--- config.mk ---
export PLATFORM = sky130hd
export DESIGN_NAME = wblu_top
export DESIGN_NICKNAME = d
export VERILOG_FILES = /design/src/wblu_pkg.sv /design/src/wblu_timer.sv /design/src/wblu_top.sv
export VERILOG_INCLUDE_DIRS = /design/src
export SDC_FILE = /design/constraint.sdc
export NUM_CORES = 2
export LEC_CHECK = 0
export ABC_CLOCK_PERIOD_IN_PS = 8700
export BUFFER_PORTS_ARGS = -buffer_cell sky130_fd_sc_hd__buf_2
export CORE_MARGIN = 3
export CORE_UTILIZATION = 46
export CTS_CLUSTER_DIAMETER = 80
export DETAILED_ROUTE_END_ITERATION = 8
export PLACE_DENSITY = 0.62
export SETUP_SLACK_MARGIN = 0.5
export SYNTH_ARGS = -nofsm -noshare
export SYNTH_HDL_FRONTEND = slang
export SYNTH_SLANG_ARGS = --single-unit
--- constraint.sdc ---
create_clock -name aclk -period 8.7 [get_ports aclk]
set_clock_uncertainty 0.15 [all_clocks]
set_input_delay 0.87 -clock aclk [delete_from_list [all_inputs] [get_ports aclk]]
set_output_delay 0.87 -clock aclk [all_outputs]
set_load 0.1 [all_outputs]
--- src/wblu_consts.svh ---
// Constants for the work bit logic unit
`ifndef WBLU_CONSTS_SVH
`define WBLU_CONSTS_SVH
`define WBLU_NUM_WB 8
`define WBLU_NUM_IEV 6
`define WBLU_CLK_HZ 125000000
`define WBLU_TICK_S 1
`define WBLU_TICK_CYC (`WBLU_CLK_HZ * `WBLU_TICK_S)
`define WBLU_MIN_PRE 6'h3B
`define WBLU_DLY_MAX 14'h270F
`define WBLU_SRC_OFF 6'h00
`define WBLU_SRC_ON 6'h01
`define WBLU_SRC_PON 6'h02
`define WBLU_SRC_EV1 6'h03
`define WBLU_SRC_EV6 6'h08
`define WBLU_SRC_AL1 6'h09
`define WBLU_SRC_AL4 6'h0C
`define WBLU_SRC_RUN 6'h14
`define WBLU_SRC_WB1 6'h1D
`define WBLU_SRC_WB8 6'h24
`define WBLU_IEV_EV1 4'h1
`define WBLU_IEV_EV6 4'h6
`define WBLU_IEV_WB1 4'h7
`define WBLU_IEV_WB8 4'hE
`define WBLU_FN_NONE 3'h0
`define WBLU_FN_RUNSTOP 3'h1
`define WBLU_FN_COMMWR 3'h2
`define WBLU_OUT_NONE 4'h0
`define WBLU_OUT_WB1 4'h1
`define WBLU_OUT_WB8 4'h8
// Register byte offsets
`define WBLU_A_CTRL 12'h000
`define WBLU_A_STAT 12'h004
`define WBLU_A_IEV 12'h008
`define WBLU_A_OUTS 12'h00C
`define WBLU_A_WBCFG 12'h100
`define WBLU_A_WBDLY 12'h140
`endif

--- src/wblu_pkg.sv ---
// Types for the work bit logic unit
package wblu_pkg;
    typedef enum logic [2:0] {
        WBLU_OP_NONE = 3'b000,
        WBLU_OP_1 = 3'b001,
        WBLU_OP_2 = 3'b010,
        WBLU_OP_3 = 3'b011,
        WBLU_OP_4 = 3'b100
    } wblu_op_t;
    typedef struct packed {
        logic unit_min;
        logic out_inv;
        logic [3:0] in_inv;
        wblu_op_t op;
        logic [5:0] sel_d;
        logic [5:0] sel_c;
        logic [5:0] sel_b;
        logic [5:0] sel_a;
    } wblu_cfg_t;
    typedef struct packed {
        logic [13:0] off_dly;
        logic [13:0] on_dly;
    } wblu_dly_t;
    typedef struct packed {
        logic [2:0] func;
        logic [3:0] src;
    } wblu_iev_t;
endpackage

--- src/wblu_timer.sv ---
// ON/OFF delay timer for one work bit
`timescale 1ns/1ns
`include "wblu_consts.svh"
module wblu_timer (
    input wire logic aclk,
    input wire logic aresetn,
    input wire logic tick_s,
    input wire logic unit_min,
    input wire logic [13:0] on_dly,
    input wire logic [13:0] off_dly,
    input wire logic din,
    output logic dout
);
    logic [13:0] cnt_q;
    logic [5:0] pre_q;
    logic dout_q;
    logic unit_tick;
    logic [13:0] lim;
    assign lim = din ? on_dly : off_dly;
    assign unit_tick = tick_s && (!unit_min || pre_q == `WBLU_MIN_PRE);
    assign dout = dout_q;
    always_ff @(posedge aclk) begin
        if (!aresetn) begin
            cnt_q <= 14'h0000;
            pre_q <= 6'h00;
            dout_q <= 1'b0;
        end else if (din == dout_q) begin
            cnt_q <= 14'h0000;
            pre_q <= 6'h00;
        end else if (lim == 14'h0000) begin
            dout_q <= din;
        end else if (unit_tick) begin
            pre_q <= 6'h00;
            if (cnt_q + 14'h0001 >= lim) begin
                dout_q <= din;
                cnt_q <= 14'h0000;
            end else begin
                cnt_q <= cnt_q + 14'h0001;
            end
        end else if (tick_s) begin
            pre_q <= pre_q + 6'h01;
        end
    end
endmodule

--- src/wblu_top.sv ---
// Work bit logic unit with AXI4-Lite configuration slave
`timescale 1ns/1ns
`include "wblu_consts.svh"
module wblu_top (
    input wire logic aclk,
    input wire logic aresetn,
    input wire logic [31:0] s_axi_awaddr,
    input wire logic s_axi_awvalid,
    output logic s_axi_awready,
    input wire logic [31:0] s_axi_wdata,
    input wire logic [3:0] s_axi_wstrb,
    input wire logic s_axi_wvalid,
    output logic s_axi_wready,
    output logic [1:0] s_axi_bresp,
    output logic s_axi_bvalid,
    input wire logic s_axi_bready,
    input wire logic [31:0] s_axi_araddr,
    input wire logic s_axi_arvalid,
    output logic s_axi_arready,
    output logic [31:0] s_axi_rdata,
    output logic [1:0] s_axi_rresp,
    output logic s_axi_rvalid,
    input wire logic s_axi_rready,
    input wire logic [5:0] event_in,
    input wire logic [3:0] alarm_in,
    input wire logic [15:0] status_in,
    output logic [7:0] work_bit,
    output logic [5:0] iev_state,
    output logic run_mode,
    output logic alarm_assigned,
    output logic [1:0] out_drive
);
    localparam int TICKW = 27;
    logic [5:0] ev_s1_q, ev_s2_q;
    logic [TICKW-1:0] tick_cnt_q;
    logic tick_s;
    logic pon_q, pon_done_q;
    logic run_q, ctrl_run_q;
    wblu_pkg::wblu_cfg_t cfg_q [`WBLU_NUM_WB];
    wblu_pkg::wblu_dly_t dly_q [`WBLU_NUM_WB];
    wblu_pkg::wblu_iev_t iev_q [`WBLU_NUM_IEV];
    logic [3:0] outsel_q [2];
    logic [7:0] logic_res, wb_raw;
    logic [5:0] iev_val;
    logic aw_full_q, w_full_q;
    logic [11:0] awaddr_q;
    logic [31:0] wdata_q;
    logic [3:0] wstrb_q;
    logic bvalid_q, rvalid_q;
    logic [1:0] bresp_q, rresp_q;
    logic [31:0] rdata_q;
    logic wr_go;

    // Selector decode for a condition input
    function automatic logic src_val(input logic [5:0] sel, input logic pon,
            input logic [5:0] ev, input logic [3:0] al, input logic run,
            input logic [15:0] st, input logic [7:0] wb);
        logic v;
        v = 1'b0;
        if (sel == `WBLU_SRC_OFF) v = 1'b0;
        else if (sel == `WBLU_SRC_ON) v = 1'b1;
        else if (sel == `WBLU_SRC_PON) v = pon;
        else if (sel >= `WBLU_SRC_EV1 && sel <= `WBLU_SRC_EV6)
            v = ev[3'(sel - `WBLU_SRC_EV1)];
        else if (sel >= `WBLU_SRC_AL1 && sel <= `WBLU_SRC_AL4)
            v = al[2'(sel - `WBLU_SRC_AL1)];
        else if (sel == `WBLU_SRC_RUN) v = run;
        else if (sel >= `WBLU_SRC_WB1 && sel <= `WBLU_SRC_WB8)
            v = wb[3'(sel - `WBLU_SRC_WB1)];
        else if (sel > `WBLU_SRC_AL4 && sel < `WBLU_SRC_WB1)
            v = st[4'(sel - `WBLU_SRC_AL4 - 6'h01)];
        return v;
    endfunction

    // Internal event source decode
    function automatic logic iev_src(input logic [3:0] s, input logic [5:0] ev,
            input logic [7:0] wb);
        logic v;
        v = 1'b0;
        if (s >= `WBLU_IEV_EV1 && s <= `WBLU_IEV_EV6)
            v = ev[3'(s - `WBLU_IEV_EV1)];
        else if (s >= `WBLU_IEV_WB1 && s <= `WBLU_IEV_WB8)
            v = wb[3'(s - `WBLU_IEV_WB1)];
        return v;
    endfunction

    function automatic logic [31:0] merge(input logic [31:0] o, input logic [31:0] n,
            input logic [3:0] s);
        logic [31:0] r;
        r = o;
        for (int i = 0; i < 4; i++) begin
            if (s[i]) r[i*8 +: 8] = n[i*8 +: 8];
        end
        return r;
    endfunction

    always_ff @(posedge aclk) begin
        if (!aresetn) begin
            ev_s1_q <= 6'h00;
            ev_s2_q <= 6'h00;
        end else begin
            ev_s1_q <= event_in;
            ev_s2_q <= ev_s1_q;
        end
    end

    always_ff @(posedge aclk) begin
        if (!aresetn) begin
            tick_cnt_q <= '0;
        end else if (tick_cnt_q == TICKW'(`WBLU_TICK_CYC - 1)) begin
            tick_cnt_q <= '0;
        end else begin
            tick_cnt_q <= tick_cnt_q + 1'b1;
        end
    end
    assign tick_s = (tick_cnt_q == TICKW'(`WBLU_TICK_CYC - 1));

    always_ff @(posedge aclk) begin
        if (!aresetn) begin
            pon_q <= 1'b0;
            pon_done_q <= 1'b0;
        end else begin
            pon_q <= !pon_done_q;
            pon_done_q <= 1'b1;
        end
    end

    genvar g;
    generate
        for (g = 0; g < `WBLU_NUM_WB; g++) begin : gen_wb
            logic [3:0] cond;
            for (genvar k = 0; k < 4; k++) begin : gen_in
                logic [5:0] sel;
                assign sel = (k == 0) ? cfg_q[g].sel_a : (k == 1) ? cfg_q[g].sel_b :
                    (k == 2) ? cfg_q[g].sel_c : cfg_q[g].sel_d;
                assign cond[k] = cfg_q[g].in_inv[k] ^ src_val(sel, pon_q, ev_s2_q,
                    alarm_in, run_q, status_in, work_bit);
            end
            always_comb begin
                unique case (cfg_q[g].op)
                    wblu_pkg::WBLU_OP_1: logic_res[g] = (cond[0] & cond[1]) | (cond[2] & cond[3]);
                    wblu_pkg::WBLU_OP_2: logic_res[g] = (cond[0] | cond[2]) & (cond[1] | cond[3]);
                    wblu_pkg::WBLU_OP_3: logic_res[g] = |cond;
                    wblu_pkg::WBLU_OP_4: logic_res[g] = &cond;
                    default: logic_res[g] = 1'b0;
                endcase
            end
            wblu_timer u_timer (
                .aclk(aclk),
                .aresetn(aresetn),
                .tick_s(tick_s),
                .unit_min(cfg_q[g].unit_min),
                .on_dly(dly_q[g].on_dly),
                .off_dly(dly_q[g].off_dly),
                .din(logic_res[g]),
                .dout(wb_raw[g])
            );
            assign work_bit[g] = (cfg_q[g].op != wblu_pkg::WBLU_OP_NONE) &&
                (wb_raw[g] ^ cfg_q[g].out_inv);
        end
        for (g = 0; g < `WBLU_NUM_IEV; g++) begin : gen_iev
            assign iev_val[g] = iev_src(iev_q[g].src, ev_s2_q, work_bit);
        end
    endgenerate
    assign iev_state = iev_val;

    always_comb begin
        run_q = ctrl_run_q;
        for (int i = 0; i < `WBLU_NUM_IEV; i++) begin
            if (iev_q[i].func == `WBLU_FN_RUNSTOP && iev_q[i].src != 4'h0)
                run_q = iev_val[i];
        end
    end
    assign run_mode = run_q;

    always_comb begin
        alarm_assigned = 1'b0;
        for (int i = 0; i < 2; i++) begin
            out_drive[i] = 1'b0;
            if (outsel_q[i] >= `WBLU_OUT_WB1 && outsel_q[i] <= `WBLU_OUT_WB8) begin
                alarm_assigned = 1'b1;
                out_drive[i] = work_bit[3'(outsel_q[i] - `WBLU_OUT_WB1)];
            end
        end
    end

    // AXI write channel capture
    assign s_axi_awready = !aw_full_q && !bvalid_q;
    assign s_axi_wready = !w_full_q && !bvalid_q;
    assign wr_go = aw_full_q && w_full_q && !bvalid_q;
    always_ff @(posedge aclk) begin
        if (!aresetn) begin
            aw_full_q <= 1'b0;
            w_full_q <= 1'b0;
            awaddr_q <= 12'h000;
            wdata_q <= 32'h00000000;
            wstrb_q <= 4'h0;
        end else begin
            if (s_axi_awvalid && s_axi_awready) begin
                aw_full_q <= 1'b1;
                awaddr_q <= s_axi_awaddr[11:0];
            end else if (wr_go) begin
                aw_full_q <= 1'b0;
            end
            if (s_axi_wvalid && s_axi_wready) begin
                w_full_q <= 1'b1;
                wdata_q <= s_axi_wdata;
                wstrb_q <= s_axi_wstrb;
            end else if (wr_go) begin
                w_full_q <= 1'b0;
            end
        end
    end

    // Register writes
    always_ff @(posedge aclk) begin
        if (!aresetn) begin
            bvalid_q <= 1'b0;
            bresp_q <= 2'b00;
            ctrl_run_q <= 1'b1;
            outsel_q[0] <= `WBLU_OUT_NONE;
            outsel_q[1] <= `WBLU_OUT_NONE;
            for (int i = 0; i < `WBLU_NUM_WB; i++) begin
                cfg_q[i] <= '0;
                dly_q[i] <= '0;
            end
            for (int i = 0; i < `WBLU_NUM_IEV; i++) iev_q[i] <= '0;
        end else if (wr_go) begin
            bvalid_q <= 1'b1;
            bresp_q <= 2'b00;
            if (awaddr_q[11:2] == `WBLU_A_CTRL >> 2) begin
                if (wstrb_q[0]) ctrl_run_q <= wdata_q[0];
            end else if (awaddr_q[11:2] == `WBLU_A_OUTS >> 2) begin
                if (wstrb_q[0]) outsel_q[0] <= wdata_q[3:0];
                if (wstrb_q[1]) outsel_q[1] <= wdata_q[11:8];
            end else if (awaddr_q[11:5] == `WBLU_A_IEV >> 5 && awaddr_q[4:2] >= 3'h2
                    && 4'(awaddr_q[4:2]) < 4'h2 + 4'(`WBLU_NUM_IEV)) begin
                // reject comm write on work bit
                if (wdata_q[6:4] == `WBLU_FN_COMMWR && wdata_q[3:0] >= `WBLU_IEV_WB1)
                    bresp_q <= 2'b10;
                else
                    iev_q[awaddr_q[4:2] - 3'h2] <= 7'(merge({25'h0,
                        iev_q[awaddr_q[4:2] - 3'h2]}, wdata_q, wstrb_q));
            end else if (awaddr_q[11:5] == `WBLU_A_WBCFG >> 5) begin
                cfg_q[awaddr_q[4:2]][31:0] <= merge(cfg_q[awaddr_q[4:2]][31:0], wdata_q, wstrb_q);
            end else if (awaddr_q[11:5] == `WBLU_A_WBDLY >> 5) begin
                if (cfg_q[awaddr_q[4:2]].op == wblu_pkg::WBLU_OP_NONE)
                    bresp_q <= 2'b10;
                else if (wdata_q[13:0] > `WBLU_DLY_MAX || wdata_q[29:16] > `WBLU_DLY_MAX)
                    bresp_q <= 2'b10;
                else begin
                    dly_q[awaddr_q[4:2]] <= {wdata_q[29:16], wdata_q[13:0]};
                    cfg_q[awaddr_q[4:2]].unit_min <= wdata_q[31];
                end
            end else if (awaddr_q[11:2] != `WBLU_A_STAT >> 2) begin
                bresp_q <= 2'b11;
            end
        end else if (s_axi_bready) begin
            bvalid_q <= 1'b0;
        end
    end
    assign s_axi_bvalid = bvalid_q;
    assign s_axi_bresp = bresp_q;

    // Register reads
    assign s_axi_arready = !rvalid_q;
    always_ff @(posedge aclk) begin
        if (!aresetn) begin
            rvalid_q <= 1'b0;
            rdata_q <= 32'h00000000;
            rresp_q <= 2'b00;
        end else if (s_axi_arvalid && !rvalid_q) begin
            rvalid_q <= 1'b1;
            rresp_q <= 2'b00;
            rdata_q <= 32'h00000000;
            if (s_axi_araddr[11:2] == `WBLU_A_CTRL >> 2)
                rdata_q <= {31'h0, ctrl_run_q};
            else if (s_axi_araddr[11:2] == `WBLU_A_STAT >> 2)
                rdata_q <= {15'h0, alarm_assigned, run_q, 1'b0, iev_val, work_bit};
            else if (s_axi_araddr[11:2] == `WBLU_A_OUTS >> 2)
                rdata_q <= {20'h0, outsel_q[1], 4'h0, outsel_q[0]};
            else if (s_axi_araddr[11:5] == `WBLU_A_IEV >> 5 && s_axi_araddr[4:2] >= 3'h2
                    && 4'(s_axi_araddr[4:2]) < 4'h2 + 4'(`WBLU_NUM_IEV))
                rdata_q <= {25'h0, iev_q[s_axi_araddr[4:2] - 3'h2]};
            else if (s_axi_araddr[11:5] == `WBLU_A_WBCFG >> 5)
                rdata_q <= cfg_q[s_axi_araddr[4:2]][31:0];
            else if (s_axi_araddr[11:5] == `WBLU_A_WBDLY >> 5)
                rdata_q <= {cfg_q[s_axi_araddr[4:2]].unit_min, 1'h0,
                    dly_q[s_axi_araddr[4:2]][27:14], 2'h0,
                    dly_q[s_axi_araddr[4:2]][13:0]};
            else
                rresp_q <= 2'b11;
        end else if (s_axi_rready) begin
            rvalid_q <= 1'b0;
        end
    end
    assign s_axi_rvalid = rvalid_q;
    assign s_axi_rdata = rdata_q;
    assign s_axi_rresp = rresp_q;
endmodule

-- After elaboration in Yosys (flattened, before gate mapping)
Memory sizes are Yosys's and may differ from the RTL's. A register that Yosys moved wholly into a read port is not among the register bits.
Cells that the tools add are included.
- memories kept: 4
- input bits: 133
- bits in writable memories: 538
- logic and storage cells: 2021
- bits in registers: 298
- memory list (memory ; depth ; bits a word ; read ports ; clocked after memory_dff ; write ports ; RTL line ; text):
    cfg_q ; 8 ; 33 ; 10 ; 1 ; 8 ; wblu_top.sv:39 ; wblu_pkg::wblu_cfg_t cfg_q [`WBLU_NUM_WB];
    dly_q ; 8 ; 28 ; 9 ; 0 ; 8 ; wblu_top.sv:40 ; wblu_pkg::wblu_dly_t dly_q [`WBLU_NUM_WB];
    iev_q ; 6 ; 7 ; 7 ; 0 ; 6 ; wblu_top.sv:41 ; wblu_pkg::wblu_iev_t iev_q [`WBLU_NUM_IEV];
    outsel_q ; 2 ; 4 ; 2 ; 0 ; 2 ; wblu_top.sv:42 ; logic [3:0] outsel_q [2];
- $add $sub $neg: 193
- $lt $le $gt $ge: 439
- bitwise gates (word level): 107
- reduce and logical (&&, ||, !) cells: 337
- eq/ne operators: 161
- muxes and demuxes: 740
- operator list (kind ; count):
    two-way mux 1 bit ; 491
    <= comparator 6 x 4 -> 1 bit, second input constant ; 64
    < comparator 3 x 4 -> 1 bit, second input constant ; 78
    binary-select mux 1 bit (select 3 bit) ; 78
    two-way mux 14 bit ; 16
    two-way mux 8 bit ; 28
    equality test 6 x 1 -> 1 bit, second input constant ; 32
    equality test 6 x 2 -> 1 bit, second input constant ; 32
    equality test 6 x 5 -> 1 bit, second input constant ; 32
    greater-or-equal comparator 6 x 2 -> 1 bit, second input constant ; 32
    greater-or-equal comparator 6 x 4 -> 1 bit, second input constant ; 32
    greater-or-equal comparator 6 x 5 -> 1 bit, second input constant ; 32
    greater-than comparator 6 x 4 -> 1 bit, second input constant ; 32
    <= comparator 6 bit, second input constant ; 32
    zero test 6 bit ; 32
    < comparator 6 x 5 -> 1 bit, second input constant ; 32
    two-way mux 32 bit ; 6
    logical AND 1 bit ; 174
    < comparator 4 x 5 -> 1 bit, second input constant ; 32
    binary-select mux 1 bit (select 4 bit) ; 32
    subtractor 4 x 1 -> 4 bit, second input constant ; 32
    subtractor 4 bit, second input constant ; 32
    subtractor 3 bit, second input constant ; 38
    adder 14 x 1 -> 14 bit, second input constant ; 8
    other kinds (54) ; 548

-- Depth between registers and ports, before layout
An unclocked memory read counts as a cell.
- depth in word-level cells: 28
- mapped depth: 35
- mapped depth without buffers: 29

-- By module
Synthesis repeated with hierarchy kept, for this count alone.
- cells, all modules: 6395
- area total of the unflattened synthesis: 65929.5 um^2
- modules (own cells, without submodules) (module ; area an instance (um^2) ; sequential area each (um^2) ; cells each ; instances):
    wblu_top ; 52026.1 ; 19178.4 ; 4779 ; 1
    wblu_timer ; 1737.9 ; 420.4 ; 202 ; 8

-- Worst setup path after synthesis
OpenSTA, ideal clock, no wires.
- kind: reg2reg
- start point: memory iev_q[4][0] in the netlist's numbering
- end point: register gen_wb[2].u_timer.cnt_q[0]
- stages on the path, launching flop included: 33
- library setup time: 0.060 ns
- data required time: 8.490 ns
- slack: -0.223 ns
- clock period less this slack: 8.923 ns
- arrival: 8.713 ns
- cell sequence: edfxtp_1 -> clkbuf_1 -> inv_1 -> ha_1 -> inv_1 -> nor3_1 -> a211oi_1 -> o41ai_2 -> nor3_1 -> a211o_1 -> a41o_1 -> xor2_1 -> a221oi_1 -> a41oi_1 -> mux2i_1 -> buf_2 -> buf_1 -> mux2i_1 -> ha_1 -> a21o_1 -> a21oi_1 -> o221ai_1 -> a21o_1 -> a21o_1 -> a21o_1 -> a21o_1 -> a21o_1 -> a21o_1 -> a211o_1 -> a21o_1 -> buf_1 -> a211oi_2 -> mux2_2
- RTL lines (item ; RTL line ; text):
    start, declared ; wblu_top.sv:41 ;
    end signal, assigned ; wblu_timer.sv:38 ; cnt_q <= cnt_q + 14'h0001;
    end, declared ; wblu_timer.sv:14 ; logic [13:0] cnt_q;

==> parameters.txt <==
Parameter                              Value

Global route
  GR Layer Usage met3 ... 0.121
  Overall overflow remaining after global route ... 0
  Number of global-route vias before repair ... 53,200
  Pin count of the biggest net entering global routing ... 121
  Met2 routing resource usage after global routing ... 0.496
  Initial antenna violation count ... 26
  Most utilized layer in the global route result ... met2
  Global routing met1 resource utilization ... 0.445
  Overall routing resource usage ... 0.344
  Wire length of the first global-routing pass ... 370 mm

Logic synthesis
  Dominant combinational cell family by area after synthesis ... multiplexers
  Number of synthesized flops with an enable pin ... 552
  Basic-gate share of the synthesized area counting and, or, nand and nor cells ... 0.182
  Count of mapped cells out of synthesis ... 6,446
  Distinct cell type count after synthesis ... 93
  Synthesized Nets ... 6,906
  Mapped Avg Cell Area ... 10.2 um2
  Part of the Yosys area used for sequential elements ... 0.343
  Yosys warns ... 0
  Synthesized flop and latch total ... 850
  Multiplexer share of the synthesized area ... 0.221
  Area share of fa/ha/maj cells after synthesis ... 0.0623
  Post-synthesis async set-or-reset flop share ... 0
  Netlist Area Pre-Place ... 65,700 um2
  Xor/xnor cell area share of the yosys netlist ... 0.0369
  Post-synthesis compound-gate area fraction ... 0.111
  Leading register cell type out of synthesis ... sky130_fd_sc_hd__edfxtp_1

Floorplanning
  Die Wd ... 384 um
  Total Die Area ... 147,000 um2
  Die span in y ... 384 um
  Top-Level Pins ... 192
  Area of the core ... 142,000 um2
  Row Count ... 138
  Initial Util ... 0.464

Place
  Final weighted congestion of routability-driven global placement ... 0.989
  Port Buffer Count ... 147
  DP Wirelength ... 180 mm
  Setup slack at placement ... 341 ps
  Cells after DPL ... 8,129

Route
  Number of search-and-repair iterations in the first detailed-routing pass ... 9
  Drt first-iter violations ... 8,514
  DR vias ... 57,600
  Final routed wire length divided by cell count ... 31.4 um
  Number of remaining DRC errors ... 0
  Number of antenna-violating nets in the routed design ... 0
  Mean number of vias per cell ... 6.90
  Routed Wire Length ... 262 mm

Power
  Static Leak ... 27.1 nW
  Power per unit of standard cell area ... 156 nW/um2
  Worst-case vdd ir drop ... 0.000217 V

Finish
  Count of non-filler cells in the finished layout ... 8,350
  Layout Nets ... 6,820
  Commonest cells after routing, fill and taps aside ... 694 x sky130_fd_sc_hd__nor2_1, 552 x sky130_fd_sc_hd__edfxtp_1, 519 x sky130_fd_sc_hd__mux4_2, 434 x sky130_fd_sc_hd__nand2_1, 326 x sky130_fd_sc_hd__ha_1
  Fraction of final layout cells with drive strength greater than 1 ... 0.186
  Most common cell after layout, fill and taps aside ... sky130_fd_sc_hd__nor2_1
  Layout-stage area growth over the synthesis result ... 10.2%
  Final core area utilization ... 0.511

STA
  Worst slew margin relative to its limit ... 0.120
  Peak Freq ... 123 MHz
  Final setup violation count ... 0
  Fin Hold WS ... 179 ps
  Period utilization ... 0.932
  Unrepaired setup endpoints after global routing ... no
  Setup total negative slack ... 0 ps
  Tmin final ... 8110 ps
  Count of pins over their slew limit ... 0
  Final setup margin ... 587 ps
  Total count of hold-check failures in the final report ... 0
  Actual slew at the worst max-slew pin ... 1320 ps

Min path
  Hold EP ... s_axi_rvalid$_SDFFE_PN0P_
  Worst Hold Launch ... s_axi_rready
  Cell depth of the worst hold path ... 2
  Type of the most critical hold path ... in -> reg

Setup path
  R2R Path End ... gen_wb[7].u_timer.cnt_q[11]$_SDFFE_PP0P_
  Signal arrival time at the worst endpoint ... 8640 ps
  R2R setup slack ... 590 ps
  Worst-path fanout max ... 25
  Critical path capture point type ... flop
  CP dominant cell by count ... sky130_fd_sc_hd__a21o_1
  Longest individual stage delay on the worst path ... 650 ps
  Max stage delay cell, worst path ... sky130_fd_sc_hd__or4b_2
  Required time reported for the critical path endpoint ... 9220 ps
  Worst R2R Path Depth ... 29
  Launch point of the worst reg-to-reg path ... iev_q[4][0]$_SDFFCE_PN0P_
  Critical path class ... reg -> reg
  CP startpoint kind ... flop

Run status
  Run status ... finished, final reports clean

Clocking
  H-tree depth ... 3
  Number of buffers created by CTS ... 97
  Sink Count ... 850
  Clock-pin slew of the registers on the worst-case setup and hold paths ... 60 ps
  Clk Tree Root Cell ... sky130_fd_sc_hd__clkbuf_16
  Worst-skew pair later-pin latency ... 760 ps
  Clock tree from TritonCTS ... yes
  Buffer depth of the longest clock path ... 3

Job
  Number of max-cap violations ... 0
-- kinds of logic (layout without fill, tap and decap cells) --
family,after synthesis,after routing
AOI/OAI and AO/OA,1106,1106
xor gates and xnor gates,277,277
adders and majority gates,327,327
buffers and inverters,756,753
DFF,850,850
muxes,796,796
other,0,17
and+or+nand+nor,2334,2334
-- power by group --
group	internal (W)	total (W)	leakage (nW)	switching (W)
Clock	0.00262	0.00451	1.68	0.00189
Sequential	0.00440	0.00463	8.07	0.000228
Combinational	0.000792	0.00214	17.4	0.00135
-- worst max path at each step --
stage	start	to	slack (ps)	cells past startpoint
floorplan	iev_q[4][0]$_SDFFCE_PN0P_	gen_wb[1].u_timer.cnt_q[0]$_SDFFE_PP0P_	600	32
global placement	gen_wb[3].u_timer.dout$_SDFFE_PN0P_	gen_wb[5].u_timer.cnt_q[9]$_SDFFE_PP0P_	400	29
detailed placement	gen_wb[3].u_timer.dout$_SDFFE_PN0P_	gen_wb[6].u_timer.cnt_q[12]$_SDFFE_PP0P_	340	28
CTS	iev_q[4][0]$_SDFFCE_PN0P_	gen_wb[0].u_timer.cnt_q[6]$_SDFFE_PP0P_	490	29
global route	iev_q[4][0]$_SDFFCE_PN0P_	gen_wb[5].u_timer.cnt_q[9]$_SDFFE_PP0P_	440	30
finish	iev_q[4][0]$_SDFFCE_PN0P_	gen_wb[7].u_timer.cnt_q[11]$_SDFFE_PP0P_	590	29
-- per-stage QoR --
step | power (W) | area [um2]
after detailed placement | 0.00671 | 68300
final | 0.0113 | 72400
after floorplan | 0.00591 | 65700
after CTS | 0.0112 | 71800
after global placement | 0.00668 | 68300
after global routing | 0.0115 | 72400
-- cell usage after synthesis (18+ instances only) --
| cell type | count | area share |
|---|---|---|
| sky130_fd_sc_hd__clkbuf_1 | 428 | 0.024 |
| sky130_fd_sc_hd__buf_2 | 28 | 0.0021 |
| sky130_fd_sc_hd__a21o_1 | 71 | 0.0081 |
| sky130_fd_sc_hd__nand2_1 | 446 | 0.025 |
| sky130_fd_sc_hd__xor2_1 | 136 | 0.018 |
| sky130_fd_sc_hd__a211o_1 | 19 | 0.0025 |
| sky130_fd_sc_hd__and2_1 | 174 | 0.017 |
| sky130_fd_sc_hd__nor4b_1 | 30 | 0.0040 |
| sky130_fd_sc_hd__a32oi_1 | 29 | 0.0039 |
| sky130_fd_sc_hd__nor2b_1 | 91 | 0.0087 |
| sky130_fd_sc_hd__or3_1 | 50 | 0.0048 |
| sky130_fd_sc_hd__ha_1 | 327 | 0.062 |
| sky130_fd_sc_hd__nand3b_1 | 31 | 0.0035 |
| sky130_fd_sc_hd__buf_1 | 76 | 0.0043 |
| sky130_fd_sc_hd__xnor2_1 | 141 | 0.019 |
| sky130_fd_sc_hd__and3_1 | 194 | 0.018 |
| sky130_fd_sc_hd__mux2_2 | 18 | 0.0031 |
| sky130_fd_sc_hd__edfxtp_1 | 552 | 0.25 |
| sky130_fd_sc_hd__nor3_1 | 83 | 0.0063 |
| sky130_fd_sc_hd__a22oi_1 | 24 | 0.0027 |
| sky130_fd_sc_hd__a211oi_1 | 62 | 0.0071 |
| sky130_fd_sc_hd__nand2b_1 | 69 | 0.0066 |
| sky130_fd_sc_hd__nand4_1 | 76 | 0.0072 |
| sky130_fd_sc_hd__or4_1 | 34 | 0.0039 |
| sky130_fd_sc_hd__a21oi_1 | 317 | 0.024 |
| sky130_fd_sc_hd__o31ai_1 | 24 | 0.0027 |
| sky130_fd_sc_hd__nand4b_1 | 19 | 0.0025 |
| sky130_fd_sc_hd__nor4_1 | 97 | 0.0092 |
| sky130_fd_sc_hd__nand3_1 | 134 | 0.010 |
| sky130_fd_sc_hd__nor2_1 | 697 | 0.040 |
| sky130_fd_sc_hd__o211ai_1 | 38 | 0.0043 |
| sky130_fd_sc_hd__o22ai_1 | 20 | 0.0019 |
| sky130_fd_sc_hd__a31oi_1 | 60 | 0.0057 |
| sky130_fd_sc_hd__a22o_1 | 24 | 0.0032 |
| sky130_fd_sc_hd__o21ai_0 | 196 | 0.015 |
| sky130_fd_sc_hd__mux2i_1 | 258 | 0.039 |
| sky130_fd_sc_hd__inv_1 | 215 | 0.012 |
| sky130_fd_sc_hd__o221ai_1 | 31 | 0.0041 |
| sky130_fd_sc_hd__nor3b_1 | 28 | 0.0032 |
| sky130_fd_sc_hd__mux4_2 | 519 | 0.18 |
| sky130_fd_sc_hd__a2111oi_0 | 19 | 0.0025 |
| sky130_fd_sc_hd__dfxtp_1 | 298 | 0.091 |
| sky130_fd_sc_hd__or4b_2 | 21 | 0.0032 |
-- routing by layer --
layer	vias up	part of all wire
met2	4256	0.42
met5	-	0.00058
met1	28100	0.36
met3	996	0.15
met4	16	0.070
li1	24200	-
-- registers in the layout, indices dropped and copies added, names as in the netlist, 27 cells and up, named ones only --
register	count
wdata_q	32
cfg_q	264
s_axi_rdata	32
gen_wb.u_timer.cnt_q	112
dly_q	224
gen_wb.u_timer.pre_q	48
tick_cnt_q	27
iev_q	56
-- critical path, delay by kind of cell (launching register included) --
family | cells | cell delay [ps]
compound gates | 15 | 3640
xor+xnor | 1 | 210
fa+ha+maj | 2 | 740
buf+inv | 5 | 1030
flops | 1 | 510
mux | 1 | 460
simple gates | 5 | 1210
-- area by class of cell --
class | instances | area (um2)
sequential | 850 | 22600
clock inverter | 71 | 912
timing repair buffer | 351 | 2420
antenna | 17 | 42.5
tap | 1890 | 2360
fill | 12700 | 69200
clock buffer | 111 | 2560
multi-input combinational | 4840 | 40700
inverter | 220 | 832
-- timing repair --
action	CTS	global route
gates cloned	0	1
setup buffers	0	21
setup endpoints to repair	52	120
pin swaps	0	4
hold buffers	0	0
resized for setup	7	59
No activity file was read; power rests on OpenSTA's default activity.
